<file path="src/hw/fwp_pkg.sv">
package fwp_pkg;

    // ----------------------------------------
    // Register map (byte addresses)
    // ----------------------------------------
    localparam logic [7:0] ADDR_WDOG_CTRL = 8'h00; // Watchdog control register
    localparam logic [7:0] ADDR_WDOG_RELOAD = 8'h04; // Reload value (upper 7 bits)
    localparam logic [7:0] ADDR_WDOG_COUNT = 8'h08; // Live count, read only
    localparam logic [7:0] ADDR_PWR_CTRL = 8'h0c; // Power control register
    localparam logic [7:0] ADDR_SYS_CTRL = 8'h10; // System control register
    localparam logic [7:0] ADDR_PWR_EXT = 8'h14; // Power control ext register
    localparam logic [7:0] ADDR_STATUS = 8'h18; // Oscillator / mode status

    // ----------------------------------------
    // Field positions
    // ----------------------------------------
    localparam int WC_ARM = 0; // Refresh arm bit
    localparam int WC_START = 1; // Watchdog start bit
    localparam int WC_RATE = 2; // 1: cycle/32, 0: cycle/2
    localparam int WC_RFLAG = 3; // Watchdog reset flag (w1c)
    localparam int PC_IDLE_ARM = 0; // Idle arm bit
    localparam int PC_PD_ARM = 1; // Power-down arm bit
    localparam int PC_IDLE_SET = 5; // Idle enter bit
    localparam int PC_PD_SET = 6; // Power-down enter bit
    localparam int SC_WAKE_GATE = 4; // Wake setup gate bit
    localparam int PE_WAKE_EN = 7; // Pin wake-up enable bit

    // ----------------------------------------
    // Sizes and timing
    // ----------------------------------------
    localparam int WD_W = 15; // Watchdog counter width
    localparam int WD_RELOAD_W = 7; // Programmable upper bits
    localparam int CYCLE_DIV = 12; // Oscillator to machine cycle
    localparam int RATE_SLOW = 32; // Slow prescale
    localparam int RATE_FAST = 2; // Fast prescale
    localparam int CLK_HZ = 10_000_000; // aclk rate
    localparam int STAB_TIME_US = 1000; // Oscillator settle time, 1 ms
    localparam int STAB_CYC = STAB_TIME_US * (CLK_HZ / 1_000_000);
    localparam int WAKE_LOW_NS = 10_000; // Least wake pin low time, 10 us
    localparam int WAKE_LOW_CYC = (WAKE_LOW_NS + 99) / 100;
    localparam logic [WD_RELOAD_W-1:0] RELOAD_RST = 7'h00; // Reset reload value

    // ----------------------------------------
    // Power / oscillator sequencer states
    // ----------------------------------------
    typedef enum logic [2:0] {
        PS_OSC_WAIT = 3'b000, // On RC clock, osc too slow; in reset unless woken from power-down
        PS_SETTLE = 3'b001, // Osc good, final reset phase
        PS_ACTIVE = 3'b010, // Running
        PS_IDLE = 3'b011, // CPU clock gated
        PS_PDOWN = 3'b100 // Both oscillators stopped
    } fwp_pstate_e;

    // Machine-cycle prescale select
    function automatic int fwp_rate(input logic slow);
        return slow ? RATE_SLOW : RATE_FAST;
    endfunction

endpackage

</file>
<file path="src/hw/fwp_core.sv">
`timescale 1ns/100ps
module fwp_core import fwp_pkg::*; #(
    parameter int STAB_CYCLES = STAB_CYC
) (
    input wire logic aclk,
    input wire logic aresetn,
    input wire logic [7:0] s_axi_awaddr,
    input wire logic s_axi_awvalid,
    output logic s_axi_awready,
    input wire logic [31:0] s_axi_wdata,
    input wire logic [3:0] s_axi_wstrb,
    input wire logic s_axi_wvalid,
    output logic s_axi_wready,
    output logic [1:0] s_axi_bresp,
    output logic s_axi_bvalid,
    input wire logic s_axi_bready,
    input wire logic [7:0] s_axi_araddr,
    input wire logic s_axi_arvalid,
    output logic s_axi_arready,
    output logic [31:0] s_axi_rdata,
    output logic [1:0] s_axi_rresp,
    output logic s_axi_rvalid,
    input wire logic s_axi_rready,
    input wire logic osc_slower,
    input wire logic enabled_irq,
    input wire logic wake_interrupt_pin_n,
    output logic rc_clk_sel,
    output logic osc_enable,
    output logic rc_enable,
    output logic cpu_clk_en,
    output logic periph_clk_en,
    output logic port_hold,
    output logic wake_irq,
    output logic core_reset
);
    // ----------------------------------------
    // Register state
    // ----------------------------------------
    logic [7:0] wcon_q; // Watchdog control register
    logic [WD_RELOAD_W-1:0] reload_q; // Reload upper bits
    logic [7:0] pwr_ctrl_q; // Power control register
    logic [7:0] scon_q; // System control register
    logic [7:0] pext_q; // Power control ext register
    logic [WD_W-1:0] wd_q; // Watchdog count
    logic wd_run_q; // Watchdog started
    logic arm_prev_q; // Arm written by the previous write
    logic wd_rst_q; // Watchdog reset pulse
    logic [31:0] stab_q; // Final reset phase counter
    logic wake_pend_q; // Wake interrupt held until taken
    fwp_pstate_e ps_q, ps_d;

    // ----------------------------------------
    // AXI4-Lite write channel
    // ----------------------------------------
    logic aw_ok, w_ok, wr_go;
    logic [7:0] awa_q;
    logic [31:0] wd_data_q;
    logic [3:0] wstb_q;
    logic aw_have_q, w_have_q;
    assign s_axi_awready = !aw_have_q && !s_axi_bvalid;
    assign s_axi_wready = !w_have_q && !s_axi_bvalid;
    assign aw_ok = aw_have_q || (s_axi_awvalid && s_axi_awready);
    assign w_ok = w_have_q || (s_axi_wvalid && s_axi_wready);
    assign wr_go = aw_ok && w_ok && !s_axi_bvalid;
    logic [7:0] wr_addr;
    logic [31:0] wr_data;
    logic wr_lane0;
    assign wr_addr = aw_have_q ? awa_q : s_axi_awaddr;
    assign wr_data = w_have_q ? wd_data_q : s_axi_wdata;
    assign wr_lane0 = w_have_q ? wstb_q[0] : s_axi_wstrb[0];

    // Hold whichever half arrives first
    always_ff @(posedge aclk) begin
        if (!aresetn || wr_go) begin
            aw_have_q <= 1'b0;
            w_have_q <= 1'b0;
            awa_q <= '0;
            wd_data_q <= '0;
            wstb_q <= '0;
        end else begin
            if (s_axi_awvalid && s_axi_awready) begin
                aw_have_q <= 1'b1;
                awa_q <= s_axi_awaddr;
            end
            if (s_axi_wvalid && s_axi_wready) begin
                w_have_q <= 1'b1;
                wd_data_q <= s_axi_wdata;
                wstb_q <= s_axi_wstrb;
            end
        end
    end

    // Write response, always OKAY (unmapped writes are dropped)
    always_ff @(posedge aclk) begin
        if (!aresetn) begin
            s_axi_bvalid <= 1'b0;
        end else if (wr_go) begin
            s_axi_bvalid <= 1'b1;
        end else if (s_axi_bready) begin
            s_axi_bvalid <= 1'b0;
        end
    end
    assign s_axi_bresp = 2'h0;

    function automatic logic hit(input logic [7:0] a, input logic [7:0] r);
        return a[7:2] == r[7:2];
    endfunction

    logic we_wcon, we_pwr;
    assign we_wcon = wr_go && wr_lane0 && hit(wr_addr, ADDR_WDOG_CTRL);
    assign we_pwr = wr_go && wr_lane0 && hit(wr_addr, ADDR_PWR_CTRL);

    // ----------------------------------------
    // Power / oscillator sequencer
    // ----------------------------------------
    logic woke;
    logic idle_req, pd_req, stab_done;
    // Enter bits count only while their arm bit is already set in the register
    assign idle_req = we_pwr && wr_data[PC_IDLE_SET] && pwr_ctrl_q[PC_IDLE_ARM];
    assign pd_req = we_pwr && wr_data[PC_PD_SET] && pwr_ctrl_q[PC_PD_ARM];
    assign stab_done = stab_q >= 32'(STAB_CYCLES - 1);

    always_comb begin
        ps_d = ps_q;
        unique case (ps_q)
            PS_OSC_WAIT: begin
                if (!osc_slower) begin
                    ps_d = PS_SETTLE;
                end
            end
            PS_SETTLE: begin
                if (osc_slower) begin
                    ps_d = PS_OSC_WAIT;
                end else if (stab_done) begin
                    ps_d = PS_ACTIVE;
                end
            end
            PS_ACTIVE: begin
                if (osc_slower) begin
                    ps_d = PS_OSC_WAIT;
                end else if (pd_req) begin
                    ps_d = PS_PDOWN;
                end else if (idle_req) begin
                    ps_d = PS_IDLE;
                end
            end
            PS_IDLE: begin
                if (osc_slower) begin
                    ps_d = PS_OSC_WAIT;
                end else if (enabled_irq) begin
                    ps_d = PS_ACTIVE;
                end
            end
            PS_PDOWN: begin
                if (woke) begin
                    ps_d = PS_OSC_WAIT;
                end
            end
            default: ps_d = PS_OSC_WAIT;
        endcase
    end

    // Hardware reset always restarts from the RC clock
    always_ff @(posedge aclk) begin
        if (!aresetn) begin
            ps_q <= PS_OSC_WAIT;
        end else begin
            ps_q <= ps_d;
        end
    end

    // Final reset phase length
    always_ff @(posedge aclk) begin
        if (!aresetn || ps_q != PS_SETTLE) begin
            stab_q <= '0;
        end else if (!stab_done) begin
            stab_q <= stab_q + 1'b1;
        end
    end

    // Wake came from power-down: hold the wake interrupt until taken
    logic from_wake_q;
    always_ff @(posedge aclk) begin
        if (!aresetn) begin
            from_wake_q <= 1'b0;
            wake_pend_q <= 1'b0;
        end else begin
            if (ps_q == PS_PDOWN && woke) begin
                from_wake_q <= 1'b1;
            end else if (ps_q == PS_ACTIVE) begin
                from_wake_q <= 1'b0;
            end
            // Raised only once on nominal clock
            if (from_wake_q && ps_q == PS_SETTLE && ps_d == PS_ACTIVE) begin
                wake_pend_q <= 1'b1;
            end else if (we_pwr) begin
                wake_pend_q <= 1'b0;
            end
        end
    end
    assign wake_irq = wake_pend_q;

    fwp_wake_filt u_wake (
        .aclk(aclk),
        .aresetn(aresetn),
        .armed((ps_q == PS_PDOWN) && pext_q[PE_WAKE_EN]),
        .pin_n(wake_interrupt_pin_n),
        .woke(woke)
    );

    // Clock and reset steering
    assign rc_clk_sel = (ps_q == PS_OSC_WAIT);
    assign osc_enable = (ps_q != PS_PDOWN);
    assign rc_enable = (ps_q != PS_PDOWN);
    // After a wake the CPU keeps its state, so it must stay unclocked until settled
    assign cpu_clk_en = (ps_q == PS_ACTIVE) || (ps_q == PS_SETTLE && !from_wake_q);
    assign periph_clk_en = (ps_q == PS_ACTIVE) || (ps_q == PS_IDLE);
    assign port_hold = (ps_q == PS_PDOWN);
    // Wake from power-down keeps state, so no reset on that path
    assign core_reset = ((ps_q == PS_OSC_WAIT || ps_q == PS_SETTLE) && !from_wake_q)
                        || wd_rst_q;

    // ----------------------------------------
    // Control registers
    // ----------------------------------------
    // Software writes; enter bits are never stored and read back as zero
    always_ff @(posedge aclk) begin
        if (!aresetn) begin
            pwr_ctrl_q <= '0;
            scon_q <= '0;
            pext_q <= '0;
            reload_q <= RELOAD_RST;
        end else if (wr_go && wr_lane0) begin
            if (hit(wr_addr, ADDR_PWR_CTRL)) begin
                pwr_ctrl_q <= wr_data[7:0] & ~(8'h1 << PC_IDLE_SET) & ~(8'h1 << PC_PD_SET);
            end
            if (hit(wr_addr, ADDR_SYS_CTRL)) begin
                scon_q <= wr_data[7:0];
            end
            // Wake enable accepted only while the setup gate is open
            if (hit(wr_addr, ADDR_PWR_EXT) && scon_q[SC_WAKE_GATE]) begin
                pext_q <= wr_data[7:0];
            end
            if (hit(wr_addr, ADDR_WDOG_RELOAD)) begin
                reload_q <= wr_data[WD_RELOAD_W-1:0];
            end
        end
    end

    // ----------------------------------------
    // Watchdog timer
    // ----------------------------------------
    logic cyc_tick, wd_tick, refresh, wd_count_en, wd_ovf;
    assign wd_count_en = wd_run_q && (ps_q == PS_ACTIVE);

    fwp_tick_div #(.DIV(CYCLE_DIV)) u_cyc (
        .aclk(aclk),
        .aresetn(aresetn),
        .run(wd_count_en),
        .tick(cyc_tick)
    );

    // Second stage: cycle/2 or cycle/32
    logic [4:0] pre_q;
    logic [4:0] pre_last;
    assign pre_last = 5'(fwp_rate(wcon_q[WC_RATE]) - 1);
    assign wd_tick = cyc_tick && (pre_q >= pre_last);
    always_ff @(posedge aclk) begin
        if (!aresetn) begin
            pre_q <= '0;
        end else if (cyc_tick) begin
            pre_q <= wd_tick ? '0 : pre_q + 1'b1;
        end
    end

    // Start written straight after arm in the previous write
    assign refresh = we_wcon && wr_data[WC_START] && arm_prev_q && wd_run_q;
    assign wd_ovf = wd_tick && (wd_q == {WD_W{1'b1}});

    always_ff @(posedge aclk) begin
        if (!aresetn) begin
            arm_prev_q <= 1'b0;
        end else if (we_wcon) begin
            arm_prev_q <= wr_data[WC_ARM] && !wr_data[WC_START];
        end else if (wr_go) begin
            arm_prev_q <= 1'b0;
        end
    end

    always_ff @(posedge aclk) begin
        if (!aresetn || wd_rst_q) begin
            wd_run_q <= 1'b0;
            wd_q <= '0;
        end else begin
            if (we_wcon && wr_data[WC_START]) begin
                wd_run_q <= 1'b1;
            end
            if (refresh || (we_wcon && wr_data[WC_START] && !wd_run_q)) begin
                wd_q <= {reload_q, {(WD_W - WD_RELOAD_W){1'b0}}};
            end else if (wd_tick) begin
                wd_q <= wd_q + 1'b1;
            end
        end
    end

    // Overflow pulse resets the core; flag survives that reset
    always_ff @(posedge aclk) begin
        if (!aresetn) begin
            wd_rst_q <= 1'b0;
            wcon_q <= '0;
        end else begin
            wd_rst_q <= wd_ovf && !refresh;
            if (wd_ovf && !refresh) begin
                wcon_q[WC_RFLAG] <= 1'b1;
            end else if (we_wcon && wr_data[WC_RFLAG]) begin
                wcon_q[WC_RFLAG] <= 1'b0;
            end
            if (we_wcon) begin
                wcon_q[WC_RATE] <= wr_data[WC_RATE];
            end
        end
    end

    // ----------------------------------------
    // AXI4-Lite read channel
    // ----------------------------------------
    logic [31:0] rd_mux;
    always_comb begin
        rd_mux = '0;
        if (hit(s_axi_araddr, ADDR_WDOG_CTRL)) begin
            rd_mux = {28'h0, wcon_q[WC_RFLAG], wcon_q[WC_RATE], wd_run_q, arm_prev_q};
        end else if (hit(s_axi_araddr, ADDR_WDOG_RELOAD)) begin
            rd_mux = {25'h0, reload_q};
        end else if (hit(s_axi_araddr, ADDR_WDOG_COUNT)) begin
            rd_mux = {17'h0, wd_q};
        end else if (hit(s_axi_araddr, ADDR_PWR_CTRL)) begin
            rd_mux = {24'h0, pwr_ctrl_q};
        end else if (hit(s_axi_araddr, ADDR_SYS_CTRL)) begin
            rd_mux = {24'h0, scon_q};
        end else if (hit(s_axi_araddr, ADDR_PWR_EXT)) begin
            rd_mux = {24'h0, pext_q};
        end else if (hit(s_axi_araddr, ADDR_STATUS)) begin
            rd_mux = {27'h0, wake_pend_q, 1'b0, ps_q};
        end
    end

    assign s_axi_arready = !s_axi_rvalid;
    assign s_axi_rresp = 2'h0;
    always_ff @(posedge aclk) begin
        if (!aresetn) begin
            s_axi_rvalid <= 1'b0;
            s_axi_rdata <= '0;
        end else if (s_axi_arvalid && s_axi_arready) begin
            s_axi_rvalid <= 1'b1;
            s_axi_rdata <= rd_mux;
        end else if (s_axi_rready) begin
            s_axi_rvalid <= 1'b0;
        end
    end
endmodule

</file>
<file path="src/hw/fwp_tick_div.sv">
`timescale 1ns/100ps
// Divides aclk into a one-cycle enable every DIV cycles while run is high
module fwp_tick_div import fwp_pkg::*; #(
    parameter int DIV = 12
) (
    input wire logic aclk,
    input wire logic aresetn,
    input wire logic run,
    output logic tick
);
    localparam int CW = $clog2(DIV + 1);
    localparam logic [CW-1:0] LAST = CW'(DIV - 1);
    logic [CW-1:0] cnt_q; // Position inside the period

    // Count while enabled; hold while stopped
    always_ff @(posedge aclk) begin
        if (!aresetn) begin
            cnt_q <= '0;
        end else if (run) begin
            cnt_q <= (cnt_q == LAST) ? '0 : cnt_q + 1'b1;
        end
    end

    assign tick = run && (cnt_q == LAST);
endmodule

</file>
<file path="src/hw/fwp_wake_filt.sv">
`timescale 1ns/100ps
// Reports a low wake pin held for at least LOW_CYC clocks
module fwp_wake_filt import fwp_pkg::*; (
    input wire logic aclk,
    input wire logic aresetn,
    input wire logic armed,
    input wire logic pin_n,
    output logic woke
);
    localparam int CW = $clog2(WAKE_LOW_CYC + 1);
    localparam logic [CW-1:0] NEED = CW'(WAKE_LOW_CYC);
    logic [CW-1:0] low_q; // Consecutive low cycles

    // Restart on any high level or when not armed
    always_ff @(posedge aclk) begin
        if (!aresetn || !armed || pin_n) begin
            low_q <= '0;
        end else if (low_q != NEED) begin
            low_q <= low_q + 1'b1;
        end
    end

    assign woke = armed && (low_q == NEED);
endmodule

</file>
<file path="config.mk">
export PLATFORM = sky130hd
export DESIGN_NAME = fwp_core
export DESIGN_NICKNAME = d
export VERILOG_FILES = /design/src/hw/fwp_pkg.sv /design/src/hw/fwp_core.sv /design/src/hw/fwp_tick_div.sv /design/src/hw/fwp_wake_filt.sv
export SDC_FILE = /design/constraint.sdc
export NUM_CORES = 1
export LEC_CHECK = 0
export ABC_AREA = 0
export BUFFER_PORTS_ARGS = -buffer_cell sky130_fd_sc_hd__buf_4
export CORE_MARGIN = 10
export CORE_UTILIZATION = 60
export CTS_CLUSTER_DIAMETER = 30
export DETAILED_ROUTE_END_ITERATION = 7
export GPL_TIMING_DRIVEN = 0
export PLACE_DENSITY_LB_ADDON = 0.08
export SYNTH_ARGS = -nofsm -noshare
export SYNTH_HDL_FRONTEND = slang
export SYNTH_SLANG_ARGS = --single-unit
</file>
<file path="constraint.sdc">
create_clock -name aclk -period 4.3 [get_ports aclk]
set_input_delay 0.645 -clock aclk [delete_from_list [all_inputs] [get_ports aclk]]
set_output_delay 0.645 -clock aclk [all_outputs]
set_load 0.005 [all_outputs]
</file>
# --- Yosys cells after proc, flatten, opt, wreduce, memory -nomap -nowiden ---
# Cells that the tools add are included.
# Widths: inputs -> output; s select.
word_totals:
  reg_bits: 155
  out_inout_bits: 49
  wordCells: 162
classes:
  add_sub_neg: 6
  n_lt_le_gt_ge: 2
  n_eq_ne: 21
  mux: 37
  reduce_logical: 70
ops:
  columns: ["cell", "count"]
  rows:
  - ["$mux 15", 5]
  - ["$mux 8", 5]
  - ["$logic_and 1x1->1", 33]
  - ["$add 32x1->32 const B", 1]
  - ["$ge 32x14->1 const B", 1]
  - ["$eq 6x3->1 const B", 5]
  - ["$mux 3", 9]
  - ["$eq 6x2->1 const B", 3]
  - ["$add 15x1->15 const B", 1]
  - ["$eq 15x15->1 const B", 1]
  - ["$pmux 3 s5", 1]
  - ["$reduce_bool 2->1", 7]
  - ["$mux 1", 13]
  - ["$eq 6x1->1 const B", 2]
  - ["$logic_not 6->1", 2]
  - ["$logic_or 1x1->1", 12]
  - ["$logic_not 1->1", 10]
  - ["$mux 5", 2]
  - ["$eq 3x2->1 const B", 3]
  - ["$reduce_and 2->1", 4]
  - ["$add 7x1->7 const B", 1]
  - ["$eq 7x7->1 const B", 1]
  - ["$ne 7x7->1 const B", 1]
  - ["$add 5x1->5 const B", 1]
  - ["other kinds (12)", 12]

# --- Depth between registers and ports, before layout ---
# Gate-level depths: netlist of run 1.
depth:
  depth_word: 17
  depth_mapped: 8
  depth_no_buf: 7

# --- By module ---
# A second synthesis of run 1 with hierarchy kept.
hier_totals:
  cells_unflattened: 752
  hier_area_um2: 6576.3
modules_own_cells:
  columns: ["module", "instances", "cells_each", "area_each_um2"]
  rows:
  - ["fwp_core", 1, 692, 6025.8]
  - ["fwp_wake_filt", 1, 41, 371.6]
  - ["fwp_tick_div", 1, 19, 178.9]

# --- Worst setup path after synthesis of run 1 ---
# Ideal clock, no wire load.
synth_path:
  path_kind: "input port to flip-flop"
  startpoint: "input s_axi_awaddr[5]"
  endpoint: "register wd_q[12]"
  setup_time_ns: 0.073
  arrival_ns: 2.173
  required_ns: 4.227
  setup_slack_ns: 2.054
  path_stages: 7
  n_path_buf: 2
  path_cell_list: "nor4_2 -> o211ai_2 -> or4_1 -> buf_2 -> buf_4 -> o311a_1 -> nor3_2"
synth_via:
  elab_chain_cells: 8
  elab_cells_between_ends: 10
synth_rtl:
  columns: ["item", "line_no", "source"]
  rows:
  - ["start, declared", "fwp_core.sv:7", "input wire logic [7:0] s_axi_awaddr,"]
  - ["$mux 8 *", "fwp_core.sv:68", "assign wr_addr = aw_have_q ? awa_q : s_axi_awaddr;"]
  - ["$logic_not 6->1 *", "fwp_core.sv:106", "return a[7:2] == r[7:2];"]
  - ["$logic_and 1x1->1 *", "fwp_core.sv:110", "assign we_wcon = wr_go && wr_lane0 && hit(wr_addr, ADDR_WDOG_CTRL);"]
  - ["$logic_and 1x1->1 *", "fwp_core.sv:277, fwp_core.sv:298", null]
  - ["$logic_and 1x1->1 (2 in a row)", "fwp_core.sv:277", "assign refresh = we_wcon && wr_data[WC_START] && arm_prev_q && wd_run_q;"]
  - ["$logic_or 1x1->1 *", "fwp_core.sv:298", "if (refresh || (we_wcon && wr_data[WC_START] && !wd_run_q)) begin"]
  - ["$mux 15 / $reduce_bool 2->1 (equally long branches)", null, null]
  - ["end signal, assigned", "fwp_core.sv:299", "wd_q <= {reload_q, {(WD_W - WD_RELOAD_W){1'b0}}};"]
  - ["end signal, assigned", "fwp_core.sv:301", "wd_q <= wd_q + 1'b1;"]
  - ["end, declared", "fwp_core.sv:44", "logic [WD_W-1:0] wd_q;"]
# Every way passes the cells marked *; elsewhere a longest branch is shown, timed or not.
# A chain may end at the register's enable or synchronous reset.

# --- Worst setup path after layout of run 1 ---
layout_path:
  startpoint: "register ps_q[2]"
  endpoint: "output core_reset"
layout_via:
  elab_chain_cells: 4
  elab_cells_between_ends: 5
layout_rtl:
  columns: ["item", "line_no", "source"]
  rows:
  - ["start, declared", "fwp_core.sv:50", "fwp_pstate_e ps_q, ps_d;"]
  - ["start signal, assigned", "fwp_core.sv:168", "ps_q <= ps_d;"]
  - ["$eq 3x1->1 / $logic_not 3->1 (equally long branches)", "fwp_core.sv:220", "assign core_reset = ((ps_q == PS_OSC_WAIT || ps_q == PS_SETTLE) && !from_wake_q)"]
  - ["$logic_or 1x1->1 *", "fwp_core.sv:220", null]
  - ["$logic_and 1x1->1 *", "fwp_core.sv:220", null]
  - ["$logic_or 1x1->1 *", "fwp_core.sv:221", "|| wd_rst_q;"]
  - ["end, declared", "fwp_core.sv:34", "output logic core_reset"]
# Marks and branches as above.

==> results.py, run 1 <==
metrics = {
    "clock_network": {
        "postCtsHoldBufs": 0,
        "cts_buffer_depth": 2,
        "cts_sinks": 136,
        "postCtsSetupRepairBufs": 0,
        "cts-resized-gates": 0,
        "cts_inserted_buffers": 17,
        "cts.clk_slew.worst_paths_ns": 0.06,
        "htree_num_levels": 4,
        "cts_tree": "built",
        "clk-insertion-delay-late_ns": 0.54,
        "cts_root_buf": "clkbuf_8",
    },
    "synthesis": {
        "synth_top_area_cell": "dfxtp_1",
        "synth-async-reset-ratio": 0,
        "synth_top_family_by_area": "simple AND/OR/NAND/NOR gates",
        "synth_enable_flop_cells": 0,
        "synth_warnings": 0,
        "synth_ff_type": "dfxtp_1",
        "avgSynthCellArea_um2": 8.748,
        "ys_ff_latch": 136,
        "synth_cell_type_count": 65,
        "synthAdderAreaFrac": 0.01938,
        "synthSimpleGateAreaFrac": 0.2537,
        "synth_xor_area_frac": 0.02578,
        "synth-compound-area-share": 0.1362,
        "syn_inst": 738,
        "syn_area_mm2": 0.006456,
        "synth.area.top_cells": "dfxtp_1 (42%), mux2i_1 (6.7%), nor2_1 (6.0%)",
        "muxShareOfSynthArea": 0.08411,
        "ys_seq_area_frac": 0.4217,
        "netlist.area_leader.share": 0.4217,
    },
    "min_path": {
        "whs_path_depth": 3,
        "hp-start": "s_axi_wdata[0]",
        "hold_path_end": "wd_data_q[0]$_SDFFE_PP0P_",
        "hp-class": "in2reg",
    },
    "worst_setup_path": {
        "startpoint_type": "register",
        "setup.worst_path.end_class": "output port",
        "crit_path_cell_trace": "clkbuf_1 -> nor3_1 -> or2_2 -> buf_4",
        "path_max_fanout": 10,
        "criticalPathCategory": "reg2out",
        "reg2reg_from": "aw_have_q$_SDFFE_PP0P_",
        "slowest_stage": "dfxtp_1",
        "cp.required_ns": 3.65,
        "rrSetupSlack_ns": 1.87,
        "arrival_ns": 1.87,
        "cpPeakStageDelay_ns": 0.43,
        "r2r_end": "ps_q[0]$_SDFF_PN0_",
        "reg2regPathDepth": 7,
    },
    "power": {
        "clock_power_share": 0.488,
        "p_sw_mw": 0.6624,
        "switching_share": 0.2241,
        "seqPwrFrac": 0.437,
        "comb_power_share": 0.075,
        "internal_power_mw": 2.293,
        "power.density_mw_per_mm2": 382.4,
        "power_leakage_nw": 2.964,
        "ir_drop_mv": 0.4041,
    },
    "global_routing": {
        "grt_pass1_vias": 5557,
        "grt-busiest-layer": "met2",
        "grt_use_total": 0.2217,
        "grt-ovfl-total": 0,
        "grtUsageMet2": 0.3599,
        "grt_util_met1": 0.2771,
        "antenna_found_initial": 0,
        "grt_start_max_net_pins": 17,
        "grt_pass1_wl_um": 27070,
        "use_met3": 0.05430,
    },
    "die": {
        "ioPinCount": 111,
        "dieHeight_um": 123.7,
        "die-area_mm2": 0.01531,
        "coreArea_mm2": 0.01042,
        "fp.dieW_um": 123.7,
        "fp-row-count": 37,
        "initial_core_util": 0.6198,
    },
    "detailed_routing": {
        "via_per_inst": 5.883,
        "first_pass_iters": 6,
        "dr.first_iter.drc_count": 608,
        "wl_per_cell_um": 16.81,
        "drc_errors": 0,
        "wl_um": 16540,
        "num_vias": 5789,
        "antenna_left": 0,
    },
    "run_status": {
        "status": "complete, no violations",
    },
    "sta": {
        "setup_violations": 0,
        "fin_tns_setup_ns": 0,
        "slew_headroom": 0.2977,
        "final_hold_viol_count": 0,
        "fin_crit_sh": 0.5856,
        "rsz0062_at_grt": "false",
        "worst_slack_ns": 1.782,
        "slew_viol_final": 0,
        "fmax_ghz": 0.3971,
        "finClkSkew_ns": 0.01281,
        "period_minus_slack_ns": 2.518,
        "tightest_slew_ns": 1.045,
    },
    "layout": {
        "nets": 908,
        "area_growth_pct": 19.71,
        "fillCellCount": 775,
        "layout-drive-gt1-share": 0.1757,
        "n_antenna_cell": 0,
    },
    "place": {
        "post-dp-hpwl_um": 12250,
        "dpl_worst_slack_ns": 1.515,
        "portBuffers": 58,
        "gp_congestion": 0.8871,
    },
    "flow_run": {
        "maxCapViolations": 0,
    },
}
[cells in the final DEF, fill, tap and decap left out, types with 11 or more instances in the layout]
cell       Yosys  routed
nand3_1       18      18
dfxtp_1      136     136
or3_1         12      12
a22oi_1       13      13
nor3_1        16      16
nand2b_1      13      13
and2_1        23      23
buf_4         25      83
o21ai_0       17      17
mux2i_1       43      43
a21oi_1       42      42
xor2_1        11      11
clkbuf_1      24      27
nor2_1       103     103
nand4_1       15      15
conb_1         1      21
nand2_1       57      57
clkbuf_16      0      16
[how the worst max path moves through the flow]
stage,start,to,slack [ns],cells after the start
2_1_floorplan,s_axi_awaddr[5],wd_q[12]$_SDFFE_PP0P_,2.05,7
3_3_place_gp,s_axi_araddr[5],s_axi_rdata[12]$_SDFFE_PN0P_,1.53,6
3_5_place_dp,s_axi_araddr[5],s_axi_rdata[12]$_SDFFE_PN0P_,1.51,6
4_1_cts,ps_q[2]$_SDFF_PN0_,core_reset,1.78,4
5_1_grt,ps_q[2]$_SDFF_PN0_,core_reset,1.70,4
6_report,ps_q[2]$_SDFF_PN0_,core_reset,1.78,4
[through the flow]
stage / power (mW) / std cells / instance area [um2] / hold WS, ns / util
6_report: 2.956 / 984 / 7729 / 0.3700 / 0.7420
5_1_grt: 3.054 / 984 / 7729 / 0.3609 / 0.7420
4_1_cts: 2.972 / 983 / 7724 / 0.3447 / 0.7415
3_5_place_dp: 1.534 / 952 / 7137 / 0.4474 / 0.6852
3_3_place_gp: 1.527 / 952 / 7137 / 0.4391 / 0.6852
2_1_floorplan: 1.452 / 758 / 6531 / 0.4302 / -
[critical path: cells and delay by family (launching register included)]
family | cells | cell delay [ns]
buffers and inverters | 2 | 0.48
DFF | 1 | 0.43
and+or+nand+nor | 2 | 0.44
[Yosys cell counts (all sizes together), types with 12 or more instances]
cell    count
a22oi      13
dfxtp     136
nand3      18
o21ai      19
nor4       13
nand2      57
nor3       19
and2       23
nand4      15
mux2i      43
a21oi      42
nor2      103
or3        12
buf        34
nand2b     13
inv        12
clkbuf     24
[routing by layer]
layer  vias up  share of wire  wire (um)
met5         -              0          0
met4         0          0.025        408
met3        39          0.067       1110
met2       205           0.47       7856
met1      2745           0.43       7166
li1       2800              -          -
[cell families after synthesis]
group	Yosys count
xor+xnor	19
compound gates	135
simple gates	314
mux	53
flops	136
buf+inv	70
other cells	1
fa+ha+maj	10
[power by group through the flow]
| stage | clock, mW | combinational [mW] | sequential (mW) |
|---|---|---|---|
| 2_1_floorplan | 0 | 0.138 | 1.31 |
| 3_3_place_gp | 0 | 0.211 | 1.32 |
| 3_5_place_dp | 0 | 0.216 | 1.32 |
| 4_1_cts | 1.46 | 0.218 | 1.29 |
| 5_1_grt | 1.52 | 0.242 | 1.29 |
| 6_report | 1.44 | 0.221 | 1.29 |
[cell type report]
type / instances / area [um2] / share of cell area
multi-input cells: 552 / 3431 / 0.4439
repair buffers: 59 / 440.4 / 0.05699
clock inverters: 8 / 120.1 / 0.01554
plain buffers: 58 / 332.8 / 0.04306
well taps: 136 / 170.2 / 0.02202
inverters: 12 / 45.04 / 0.005828
flip-flops and latches: 136 / 2723 / 0.3523
clock buffers: 23 / 466.7 / 0.06039
[flip-flops by register name (all words and copies together) (netlist names), 2 cells and up]
| register | cells |
|---|---|
| wd_data_q | 8 |
| pre_q | 5 |
| wd_q | 15 |
| u_cyc.cnt_q | 4 |
| wcon_q | 2 |
| scon_q | 8 |
| ps_q | 3 |
| s_axi_rdata | 15 |
| u_wake.low_q | 7 |
| pwr_ctrl_q | 6 |
| stab_q | 32 |
| pext_q | 8 |
| reload_q | 7 |
| awa_q | 6 |
(Power assumes the default switching activity.)
==> run 2, diff against run 1 <==
--- a/config.mk
+++ b/config.mk
@@ -5,10 +5,10 @@
 export SDC_FILE = /design/constraint.sdc
 export NUM_CORES = 1
 export LEC_CHECK = 0
-export ABC_AREA = 0
+export ABC_AREA = 1
 export BUFFER_PORTS_ARGS = -buffer_cell sky130_fd_sc_hd__buf_4
 export CORE_MARGIN = 10
-export CORE_UTILIZATION = 60
+export CORE_UTILIZATION = 57
 export CTS_CLUSTER_DIAMETER = 30
 export DETAILED_ROUTE_END_ITERATION = 7
 export GPL_TIMING_DRIVEN = 0
==> constraint.sdc (replaced) <==
create_clock -name aclk -period 2.35 [get_ports aclk]
set_input_delay 0.3525 -clock aclk [delete_from_list [all_inputs] [get_ports aclk]]
set_output_delay 0.3525 -clock aclk [all_outputs]
set_load 0.005 [all_outputs]
==> run 2 against run 1 <==
Sequential cell count stayed put. Worst setup slack worse by 1.5 ns. Count of clock-buffer cells in the layout is 2 lower. Critical endpoint is now wd_q[4]$_SDFFE_PP0P_. Highest routed layer unchanged.
==> results.py, run 2 <==
metrics = {
    "sta": {
        "slew_viol_final": 0,
        "rsz0062_at_grt": "false",
        "tightest_slew_ns": 0.8517,
        "fmax_ghz": 0.4781,
        "period_minus_slack_ns": 2.092,
        "slew_headroom": 0.4262,
        "setup_violations": 0,
        "final_hold_viol_count": 0,
        "worst_slack_ns": 0.2582,
        "finClkSkew_ns": 0.01411,
        "fin_crit_sh": 0.8901,
        "fin_tns_setup_ns": 0,
    },
    "layout": {
        "top_register": "stab_q",
        "layout_common_cells": "nand2_1 (176), dfxtp_1 (136), inv_1 (126), a21oi_1 (109), nor2_1 (95)",
        "area_growth_pct": 19.16,
        "final_area_mm2": 0.007945,
        "top_regs": "stab_q (32), s_axi_rdata (15), wd_q (15)",
        "fillCellCount": 1036,
        "n_antenna_cell": 0,
        "largest_register_ff_count": 32,
        "final_common_cell": "nand2_1",
        "layout-drive-gt1-share": 0.1455,
        "nets": 1105,
    },
    "synthesis": {
        "syn_inst": 937,
        "synth_warnings": 0,
        "ys_seq_area_frac": 0.4083,
        "synth_cell_type_count": 47,
        "synth-async-reset-ratio": 0,
        "synth_enable_flop_cells": 0,
        "synth.area.top_cells": "dfxtp_1 (41%), nand2_1 (9.9%), a21oi_1 (8.2%)",
        "syn_area_mm2": 0.006668,
        "netlist.area_leader.share": 0.4083,
        "ys_ff_latch": 136,
        "synth_ff_type": "dfxtp_1",
        "synth_most_common_cell": "nand2_1",
        "synth_top_area_cell": "dfxtp_1",
        "avgSynthCellArea_um2": 7.116,
        "synth_commonest_cells": "nand2_1 (176), dfxtp_1 (136), inv_1 (126)",
    },
    "detailed_routing": {
        "first_pass_iters": 5,
        "via_per_inst": 5.171,
        "wl_um": 16840,
        "wl_per_cell_um": 14.17,
        "antenna_left": 0,
        "drc_errors": 0,
        "num_vias": 6143,
        "dr.first_iter.drc_count": 543,
    },
    "min_path": {
        "hp-class": "in2reg",
        "whs_path_depth": 2,
        "hold_path_end": "s_axi_bvalid$_SDFFE_PN0P_",
        "hp-start": "s_axi_bready",
    },
    "power": {
        "ir_drop_mv": 0.5670,
        "power_mw": 5.522,
        "power_leakage_nw": 3.311,
        "power.density_mw_per_mm2": 695.0,
    },
    "global_routing": {
        "grt_use_total": 0.2046,
        "grt_util_met1": 0.2650,
        "grt_start_max_net_pins": 17,
        "grt_pass1_wl_um": 27460,
        "use_met3": 0.05749,
        "grt-busiest-layer": "met2",
        "antenna_found_initial": 0,
        "grt_pass1_vias": 5687,
        "grt-ovfl-total": 0,
        "grtUsageMet2": 0.3175,
    },
    "place": {
        "place_area_mm2": 0.007350,
        "portBuffers": 57,
        "dpl_worst_slack_ns": 0.2665,
        "gp_congestion": 0.9016,
        "post-dp-hpwl_um": 12470,
    },
    "run_status": {
        "status": "complete, no violations",
    },
    "clock_network": {
        "cts-resized-gates": 0,
        "cts_sinks": 136,
        "cts_tree": "built",
        "cts_root_buf": "clkbuf_16",
        "postCtsHoldBufs": 0,
        "htree_num_levels": 4,
        "postCtsSetupRepairBufs": 0,
        "clk-insertion-delay-late_ns": 0.43,
        "cts_inserted_buffers": 17,
        "cts.clk_slew.worst_paths_ns": 0.06,
        "cts_buffer_depth": 2,
    },
    "die": {
        "ioPinCount": 111,
        "coreArea_mm2": 0.01142,
        "dieHeight_um": 128.2,
        "fp-row-count": 39,
        "initial_core_util": 0.5839,
        "die-area_mm2": 0.01642,
        "fp.dieW_um": 128.2,
    },
    "worst_setup_path": {
        "r2r_end": "wd_q[4]$_SDFFE_PP0P_",
        "arrival_ns": 2.40,
        "setup.worst_path.end_class": "register",
        "startpoint_type": "register",
        "cp.required_ns": 2.65,
        "rrSetupSlack_ns": 0.26,
        "reg2regPathDepth": 10,
        "criticalPathCategory": "reg2reg",
        "reg2reg_from": "ps_q[1]$_SDFF_PN0_",
        "path_max_fanout": 10,
    },
    "flow_run": {
        "maxCapViolations": 0,
    },
}
==> run 2: cell count changes after synthesis, moves of 9 or more <==
| cell | previous run | this run |
|---|---|---|
| inv_1 | 9 | 126 |
| o21ai_0 | 17 | 58 |
| nand2_1 | 57 | 176 |
| nor4_1 | 10 | 1 |
| and2_1 | 23 | 1 |
| nand3_1 | 18 | 55 |
| a21oi_1 | 42 | 109 |
| or3_1 | 12 | 1 |
| nand2b_1 | 13 | 0 |
| a22oi_1 | 13 | 2 |
| a211oi_1 | 10 | 0 |
| mux2i_1 | 43 | 0 |
==> run 2: power by group <==
| group | switching (mW) | internal (mW) |
|---|---|---|
| Combinational | 0.290 | 0.169 |
| Sequential | 0.0187 | 2.34 |
| Clock | 0.974 | 1.73 |
| Total | 1.28 | 4.24 |
==> run 2: per-layer routing <==
layer	vias up	wire, um
met3	27	1168
li1	3172	-
met1	2759	7797
met4	0	297
met2	185	7575
met5	-	0
==> run 2: metrics by stage <==
stage,utilization,hold WS [ns],std cells
finish,0.6958,0.1242,1188
global route,0.6958,0.1370,1188
CTS,0.6958,0.1178,1188
detailed placement,0.6437,0.4176,1157
global placement,0.6437,0.4147,1157
floorplan,-,0.4083,957
==> run 2: logic make-up after synthesis <==
logic type	synth area share
AO/OA/AOI/OAI	0.1518
XOR/XNOR	0.02496
adder cells (fa/ha/maj)	0.01877
buffers and inverters	0.1216
flip-flops	0.4083
multiplexers	0.008444
other	0.0005624
AND/OR/NAND/NOR	0.2655
==> run 2: layout make-up <==
type,instances,area [um2],area share
Timing Repair Buffer,57,427.9,0.05386
Buffer,50,312.8,0.03937
Clock buffer,21,470.5,0.05921
Tap cell,143,178.9,0.02252
Inverter,132,498.0,0.06268
Multi-Input combinational cell,639,3209,0.4039
Clock inverter,10,125.1,0.01575
Sequential cell,136,2723,0.3427
==> run 2: worst max path at each step <==
stage / from / end / slack (ns)
final: ps_q[1]$_SDFF_PN0_ / wd_q[4]$_SDFFE_PP0P_ / 0.26
after global routing: s_axi_bvalid$_SDFFE_PN0P_ / scon_q[6]$_SDFFE_PN0P_ / 0.06
after detailed placement: aresetn / wd_data_q[7]$_SDFFE_PP0P_ / 0.27
after floorplan: s_axi_bvalid$_SDFFE_PN0P_ / pext_q[4]$_SDFFE_PN0P_ / 0.62
after global placement: aresetn / awa_q[2]$_SDFFE_PP0P_ / 0.27
after CTS: ps_q[1]$_SDFF_PN0_ / wd_q[4]$_SDFFE_PP0P_ / 0.27
==> run 2: critical path, cell delays in order, from the launching register on <==
cell and delay, ns:
dfxtp_1 0.34, inv_1 0.12, nor2_4 0.14, nand2_2 0.09, inv_1 0.10, nand2_2 0.11, nor2_4 0.22, nand2_2 0.19
buf_1 0.31, o21ai_0 0.25, a21oi_1 0.09
